==> config.mk <==
export PLATFORM = sky130hd
export DESIGN_NAME = nvac_top
export DESIGN_NICKNAME = d
export VERILOG_FILES = /design/src/design/nvac_pkg.sv /design/src/design/nvac_top.sv /design/src/design/nvac_store.sv /design/src/design/nvac_write_timer.sv
export VERILOG_INCLUDE_DIRS = /design/src /design/src/design
export SDC_FILE = /design/constraint.sdc
export NUM_CORES = 1
export LEC_CHECK = 0
export ABC_AREA = 1
export BUFFER_PORTS_ARGS = -buffer_cell sky130_fd_sc_hd__clkbuf_2
export CORE_MARGIN = 2
export CORE_UTILIZATION = 40
export DETAILED_ROUTE_END_ITERATION = 7
export GPL_TIMING_DRIVEN = 1
export HOLD_SLACK_MARGIN = 0.08
export MAX_ROUTING_LAYER = met4
export PLACE_DENSITY = 0.6
export SYNTH_ARGS = -nofsm -noshare
export SYNTH_HDL_FRONTEND = slang
export SYNTH_SLANG_ARGS = --single-unit
==> constraint.sdc <==
create_clock -name CLK_IN -period 2.3 [get_ports CLK_IN]
set_input_delay 0 -clock CLK_IN [delete_from_list [all_inputs] [get_ports CLK_IN]]
set_output_delay 0 -clock CLK_IN [all_outputs]
set_load 0.05 [all_outputs]
==> src/design/nvac_map.svh <==
`ifndef NVAC_MAP_SVH
`define NVAC_MAP_SVH

// direct (bank 0) locations of the address, data and bank registers
`define NVAC_ADDR_OFS      8'h1e
`define NVAC_DATA_OFS      8'h1f
`define NVAC_BANK_OFS      8'h04
// control register, bank 1, indirect access only
`define NVAC_CTRL_OFS      8'h40

// control field positions
`define NVAC_FETCH_STROBE  0
`define NVAC_FETCH_PERMIT  1
`define NVAC_PROG_STROBE   2
`define NVAC_PROG_PERMIT   3

// field widths and reset values
`define NVAC_ADDR_BITS     5
`define NVAC_DEPTH         32
`define NVAC_ADDR_RST      5'h00
`define NVAC_DATA_RST      8'h00
`define NVAC_CTRL_RST      4'h0
`define NVAC_BANK_RST      1'b0

// slow clock ticks per write cycle
`define NVAC_WRITE_TICKS   8

`endif

==> src/design/nvac_pkg.sv <==
package nvac_pkg;

   typedef enum logic [1:0]
   {
      NVAC_IDLE    = 2'b00,
      NVAC_RD_ADDR = 2'b01,
      NVAC_RD_DATA = 2'b10,
      NVAC_WRITE   = 2'b11
   } nvac_state_type;

endpackage

==> src/design/nvac_top.sv <==
// What this block does
// 32 bytes, one byte per access
// five address bits, upper three read zero
// control at 40h bank one, indirect
// no write while program_permit is zero
// program_strobe starts write only if permitted
// fetch_strobe ignored while fetch_permit zero
// fetch reads byte, strobe clears when done
// data register holds until next operation
// software never sets both strobes together
// software sets permit then strobe next
// software masks interrupts around write start
// write timed by asynchronous slow timer
// software waits for stable slow clock
// software leaves control alone while writing
// reset clears permits and bank select
// write end sets done flag, interrupt
// software reloads address before every read
// software avoids sleep during operations
// bank_select_bit picks bank for indirect
// read finishes in fixed clock count
`timescale 1ns/1ps
`include "nvac_map.svh"

module nvac_top #(
   parameter int WRITE_TICKS = `NVAC_WRITE_TICKS
)(
   // clock and reset
   input  wire logic       CLK_IN,
   input  wire logic       RST_N_IN,
   input  wire logic       CE_IN,
   // core data memory access
   input  wire logic [7:0] ADDR_IN,
   input  wire logic       INDIRECT_IN,
   input  wire logic       WR_IN,
   input  wire logic       RD_IN,
   input  wire logic [7:0] WDATA_IN,
   output logic      [7:0] RDATA_OUT,
   // slow subsidiary clock
   input  wire logic       SUB_CLK_IN,
   // interrupt
   input  wire logic       DONE_IRQ_EN_IN,
   input  wire logic       GLOBAL_IRQ_EN_IN,
   input  wire logic       IRQ_ACK_IN,
   output logic            IRQ_REQ_OUT
);

   localparam int AW = `NVAC_ADDR_BITS;

   nvac_pkg::nvac_state_type state;
   nvac_pkg::nvac_state_type next_state;

   logic [AW-1:0] nv_address;
   logic [7:0]    nv_data;
   logic [3:0]    nv_control;
   logic          bank_select;
   logic          nv_done_flag;
   logic [AW-1:0] prog_addr;
   logic [7:0]    prog_data;
   logic [7:0]    store_rdata;
   logic          prog_done;

   // register hit: direct access always bank 0, indirect follows bank_select
   function automatic logic reg_hit(input logic [7:0] addr, input logic ind,
                                    input logic bank, input logic [7:0] ofs,
                                    input logic want_bank);
      logic eff_bank;
      eff_bank = ind ? bank : 1'b0;
      reg_hit  = (addr == ofs) && (eff_bank == want_bank);
   endfunction

   wire eff_bank_one = INDIRECT_IN & bank_select;
   wire hit_addr = reg_hit(ADDR_IN, INDIRECT_IN, bank_select, `NVAC_ADDR_OFS, 1'b0);
   wire hit_data = reg_hit(ADDR_IN, INDIRECT_IN, bank_select, `NVAC_DATA_OFS, 1'b0);
   wire hit_bank = reg_hit(ADDR_IN, INDIRECT_IN, bank_select, `NVAC_BANK_OFS, 1'b0);
   wire hit_ctrl = reg_hit(ADDR_IN, INDIRECT_IN, bank_select, `NVAC_CTRL_OFS, 1'b1);

   wire addr_wr = WR_IN & hit_addr;
   wire data_wr = WR_IN & hit_data;
   wire bank_wr = WR_IN & hit_bank;
   wire ctrl_wr = WR_IN & hit_ctrl;

   wire idle      = (state == nvac_pkg::NVAC_IDLE);
   // control writes are ignored while an operation runs
   wire ctrl_ok   = ctrl_wr & idle;
   wire prog_perm = nv_control[`NVAC_PROG_PERMIT];
   wire fetch_perm = nv_control[`NVAC_FETCH_PERMIT];
   wire prog_go   = ctrl_ok & WDATA_IN[`NVAC_PROG_STROBE] & prog_perm;
   wire fetch_go  = ctrl_ok & WDATA_IN[`NVAC_FETCH_STROBE] & fetch_perm & !prog_go;
   wire read_end  = (state == nvac_pkg::NVAC_RD_DATA);
   wire write_end = (state == nvac_pkg::NVAC_WRITE) & prog_done;
   wire store_we  = write_end & prog_perm;
   wire store_re  = (state == nvac_pkg::NVAC_RD_ADDR);

   // control next value: permits from software, strobes owned by hardware
   wire [3:0] next_nv_control;
   assign next_nv_control[`NVAC_PROG_PERMIT]  =
      ctrl_ok ? WDATA_IN[`NVAC_PROG_PERMIT] : prog_perm;
   assign next_nv_control[`NVAC_FETCH_PERMIT] =
      ctrl_ok ? WDATA_IN[`NVAC_FETCH_PERMIT] : fetch_perm;
   assign next_nv_control[`NVAC_PROG_STROBE]  =
      prog_go | (nv_control[`NVAC_PROG_STROBE] & !write_end);
   assign next_nv_control[`NVAC_FETCH_STROBE] =
      fetch_go | (nv_control[`NVAC_FETCH_STROBE] & !read_end);

   // done flag: a new event wins over service
   wire next_nv_done_flag = write_end | (nv_done_flag & !IRQ_ACK_IN);
   wire next_irq = next_nv_done_flag & DONE_IRQ_EN_IN & GLOBAL_IRQ_EN_IN;

   // read-back selection
   wire [7:0] rd_mux =
      hit_addr ? {{(8-AW){1'b0}}, nv_address} :
      hit_data ? nv_data :
      hit_bank ? {7'h00, bank_select} :
      hit_ctrl ? {4'h0, nv_control} :
      8'h00;

   // data register: read result, else software write
   wire [7:0] next_nv_data = read_end ? store_rdata : (data_wr ? WDATA_IN : nv_data);

   always_comb
   begin
      next_state = state;
      case (state)
         nvac_pkg::NVAC_IDLE:
         begin
            if (prog_go)
            begin
               next_state = nvac_pkg::NVAC_WRITE;
            end
            else if (fetch_go)
            begin
               next_state = nvac_pkg::NVAC_RD_ADDR;
            end
         end
         nvac_pkg::NVAC_RD_ADDR: next_state = nvac_pkg::NVAC_RD_DATA;
         nvac_pkg::NVAC_RD_DATA: next_state = nvac_pkg::NVAC_IDLE;
         nvac_pkg::NVAC_WRITE:
         begin
            if (prog_done)
            begin
               next_state = nvac_pkg::NVAC_IDLE;
            end
         end
         default: next_state = nvac_pkg::NVAC_IDLE;
      endcase
   end

   always_ff @(posedge CLK_IN or negedge RST_N_IN)
   begin
      if (!RST_N_IN)
      begin
         state        <= nvac_pkg::NVAC_IDLE;
         nv_control   <= `NVAC_CTRL_RST;
         bank_select  <= `NVAC_BANK_RST;
         nv_address   <= `NVAC_ADDR_RST;
         nv_data      <= `NVAC_DATA_RST;
         nv_done_flag <= 1'b0;
         IRQ_REQ_OUT  <= 1'b0;
         RDATA_OUT    <= 8'h00;
      end
      else if (CE_IN)
      begin
         state        <= next_state;
         nv_control   <= next_nv_control;
         nv_data      <= next_nv_data;
         nv_done_flag <= next_nv_done_flag;
         IRQ_REQ_OUT  <= next_irq;
         bank_select  <= bank_wr ? WDATA_IN[0] : bank_select;
         nv_address   <= addr_wr ? WDATA_IN[AW-1:0] : nv_address;
         RDATA_OUT    <= RD_IN ? rd_mux : RDATA_OUT;
      end
   end

   // write operands are captured when the cycle starts
   always_ff @(posedge CLK_IN or negedge RST_N_IN)
   begin
      if (!RST_N_IN)
      begin
         prog_addr <= `NVAC_ADDR_RST;
         prog_data <= `NVAC_DATA_RST;
      end
      else if (CE_IN && prog_go)
      begin
         prog_addr <= nv_address;
         prog_data <= nv_data;
      end
   end

   nvac_store #(
      .AW    (AW),
      .DEPTH (`NVAC_DEPTH)
   ) u_store (
      .clk_in    (CLK_IN),
      .rst_n_in  (RST_N_IN),
      .ce_in     (CE_IN),
      .we_in     (store_we),
      .waddr_in  (prog_addr),
      .wdata_in  (prog_data),
      .re_in     (store_re),
      .raddr_in  (nv_address),
      .rdata_out (store_rdata)
   );

   nvac_write_timer #(
      .TICKS (WRITE_TICKS)
   ) u_timer (
      .clk_in     (CLK_IN),
      .rst_n_in   (RST_N_IN),
      .ce_in      (CE_IN),
      .sub_clk_in (SUB_CLK_IN),
      .start_in   (prog_go),
      .done_out   (prog_done)
   );
endmodule

==> src/design/nvac_store.sv <==
`timescale 1ns/1ps

module nvac_store #(
   parameter int AW    = 5,
   parameter int DEPTH = 32
)(
   // clock
   input  wire logic          clk_in,
   input  wire logic          rst_n_in,
   input  wire logic          ce_in,
   // write port
   input  wire logic          we_in,
   input  wire logic [AW-1:0] waddr_in,
   input  wire logic [7:0]    wdata_in,
   // read port
   input  wire logic          re_in,
   input  wire logic [AW-1:0] raddr_in,
   output logic      [7:0]    rdata_out
);

   logic [7:0] cells [DEPTH];

   always_ff @(posedge clk_in)
   begin
      if (ce_in && we_in)
      begin
         cells[waddr_in] <= wdata_in;
      end
   end

   always_ff @(posedge clk_in or negedge rst_n_in)
   begin
      if (!rst_n_in)
      begin
         rdata_out <= 8'h00;
      end
      else if (ce_in && re_in)
      begin
         rdata_out <= cells[raddr_in];
      end
   end

endmodule

==> src/design/nvac_write_timer.sv <==
`timescale 1ns/1ps

module nvac_write_timer #(
   parameter int TICKS = 8
)(
   // clock
   input  wire logic clk_in,
   input  wire logic rst_n_in,
   input  wire logic ce_in,
   // slow clock pin
   input  wire logic sub_clk_in,
   // control
   input  wire logic start_in,
   output logic      done_out
);

   localparam int CW = $clog2(TICKS + 1);

   logic [2:0]    sync;
   logic          level;
   logic [CW-1:0] count;
   logic          running;

   // filtered slow clock: a rise counts once stages two and three agree
   wire agree   = (sync[1] == sync[2]);
   wire tick    = agree && sync[2] && !level;
   wire last    = running && tick && (count == CW'(TICKS - 1));

   always_ff @(posedge clk_in or negedge rst_n_in)
   begin
      if (!rst_n_in)
      begin
         sync     <= 3'h0;
         level    <= 1'b0;
         count    <= '0;
         running  <= 1'b0;
         done_out <= 1'b0;
      end
      else if (ce_in)
      begin
         sync     <= {sync[1:0], sub_clk_in};
         level    <= agree ? sync[2] : level;
         done_out <= last;
         if (start_in)
         begin
            running <= 1'b1;
            count   <= '0;
         end
         else if (last)
         begin
            running <= 1'b0;
         end
         else if (running && tick)
         begin
            count <= count + CW'(1);
         end
      end
   end

endmodule

==> results_dict.tcl <==
set metrics [dict create \
    status "complete, no violations" \
    cts_tree "built" \
    clock-skew-final_ns 0.0130 \
    p_leak_nw 6.23 \
    finalSetupTns_ns 0 \
    startpoint_type "primary input" \
    holdWs_ns 0.0941 \
    synthesis.area_um2 13400 \
    hold_path_class "in -> reg" \
    route.antenna.remaining_nets 0 \
    clk_latency_ns 0.51 \
    cp_max_fo 3 \
    finalHoldViolCount 0 \
    area_delta_synth_final_pct 18.7 \
    setup_violations 0 \
    syn_avg_cell_area_um2 10.4 \
    core-area_um2 32800 \
    r2r_setup_slack_ns 0.14 \
    startpoint "ADDR_IN[7]" \
    synth_area_leaders "edfxtp_1 57%, nand2_1 13%, dfrtp_1 11%" \
    fin_crit_ns 2.19 \
    grt.total_usage_pct 20.4 \
    row_count 66 \
    finalWirelength_um 34200 \
    path_class "in -> reg" \
    worstMarginPinSlew_ns 0.935 \
    cts-buffers-inserted 34 \
    dp_cells 1766 \
    clkSlewWorstSetupHoldPaths_ns 0.06 \
    maxCapViolCount 0 \
    p_per_area_nw_per_um2 800 \
    min_period_over_period_pct 95.0 \
    rsz0062_at_grt "no" \
    fin_nets 1426 \
    min-delay-start "ADDR_IN[4]" \
    synth_area_leader_cell "edfxtp_1" \
    required_ns 2.73 \
    fin_util_pct 48.5 \
    synth_edf_count 256 \
    cts_buffer_depth 3 \
    yosysMostFrequentCell "nand2_1" \
    fin_area_um2 15900 \
    die_y_um 187 \
    place_area_um2 14400 \
    first_global_vias 9331 \
    cts_root_buffer "clkbuf_16" \
    finalWorstSetupSlack_ns 0.114 \
    final_cells 1865 \
    place.gp.congestion 0.816 \
    cp.arrival_ns 2.61 \
    io_pins 35 \
    wl_per_cell_um 18.3 \
    die_w_um 187 \
    grt_max_degree 58 \
    maxSlewHeadroom_pct 37.5 \
    drt_iter0_drc 941 \
    r2r_start "bank_select" \
    drv_slew 0 \
    die_area_um2 35000 \
    ys_seq_area_share_pct 68.8 \
    antenna_found_initial 0 \
    syn-num-nets 1315 \
    total_power_mw 12.7 \
    grt.overflow.total 0 \
    drc_errors 0 \
    dpl.hpwl_um 20700 \
    start_util_pct 40.8 \
    irDropWorstVdd_mv 0.459 \
    critPathCaptureType "register" \
    synth.distinct_cells 31 \
    cts_sinks 317 \
    grt_pass1_wl_um 53200 \
    synthCells 1287 \
    ys.flop_type "edfxtp_1" \
    synth_seq_cells 317 \
    htreeDepth 2 \
    cts_setup_buffers 0 \
    first_pass_iters 5 \
    synth_top_area_share_pct 57.4 \
    synth_common_cells "456 x nand2_1, 256 x edfxtp_1, 216 x nand3_1" \
    vias 9486 \
    fmax_ghz 0.457 \
    yosysWarnings 0 \
    num_antenna_cells 0 \
    vias_per_cell 5.09 \
    post-place-ws_ns 0.190 \
    async_flop_share_pct 19.2 \
    drive_above_1_share_pct 11.4 \
    port_buffers 34 \
]
-- placed cells by master (no fill, tap or decap), types with 4 or more instances in the layout --
master	count
nand2_1	456
edfxtp_1	256
nand3_1	216
inv_1	77
nor2_1	60
dfrtp_1	59
buf_4	57
o21ai_0	51
dlygate4sd3_1	38
clkbuf_16	37
clkbuf_2	34
nor3_1	10
clkinv_1	9
clkbuf_1	9
nand4_1	8
buf_12	6
inv_2	5
clkinv_2	4
-- what timing repair did --
| action | 4_1_cts | 5_1_grt |
|---|---|---|
| resized for setup | 0 | 8 |
| endpoints found under the hold margin | 100 | 0 |
| setup endpoints to repair | 0 | 17 |
| hold buffers | 38 | 0 |
-- sequential cells by signal, indices dropped and copies added (netlist names) --
register,count
u_timer.level,1
u_timer.sync,3
RDATA_OUT,8
u_store.cells,256
prog_addr,5
u_store.rdata_out,8
prog_data,8
nv_done_flag,1
nv_data,8
bank_select,1
u_timer.running,1
u_timer.count,4
nv_address,5
state,2
IRQ_REQ_OUT,1
u_timer.done_out,1
nv_control,4
-- path summary, 6_finish.rpt --
path | end | cells past startpoint
setup reg to reg | prog_addr[0] | 9
setup / recovery | RDATA_OUT[4] | 9
max in group asynchronous | nv_address[0] | 4
hold reg to reg | u_timer.running | 2
min in group asynchronous | RDATA_OUT[0] | 4
hold / removal | u_timer.count[1] | 7
-- layout make-up --
type	instances	area (um^2)
clock inverter	14	135
clock buffer	47	973
multi-input combinational	825	3590
fill	2950	16900
timing repair buffer	135	1100
sequential	317	9220
inverter	85	325
tap	442	553
-- critical path, stage by stage --
cell,delay (ns)
dlygate4sd3_1,0.54
clkbuf_2,0.14
nor3_2,0.25
dlygate4sd3_1,0.59
nand2_1,0.05
nor2_1,0.16
nand2_1,0.10
dlygate4sd3_1,0.60
o211ai_1,0.16
-- logic make-up after synthesis --
kind of cell	synth area share [%]
adders and majority gates	0.187
muxes	0.0748
and+or+nand+nor	24.1
buffers and inverters	4.51
xor gates and xnor gates	0.0654
AOI/OAI and AO/OA	2.26
DFF	68.8
-- where the power goes --
group          internal [mW]  total, mW  switching [mW]
Combinational          0.312      0.919           0.607
Sequential              6.30       6.40          0.0987
Clock                   3.29       5.40            2.11
Total                   9.90       12.7            2.82
-- layer usage --
layer / part of all wire, % / GRT usage (%) / wire (um) / vias up
li1: - / - / - / 4565
met1: 44 / 27.1 / 15000 / 4535
met2: 47 / 32.3 / 16200 / 327
met3: 6.5 / 3.30 / 2230 / 59
met4: 2.3 / 6.32 / 784 / 0
met5: 0 / - / 0 / -
Power figures use the tool's default switching activity.
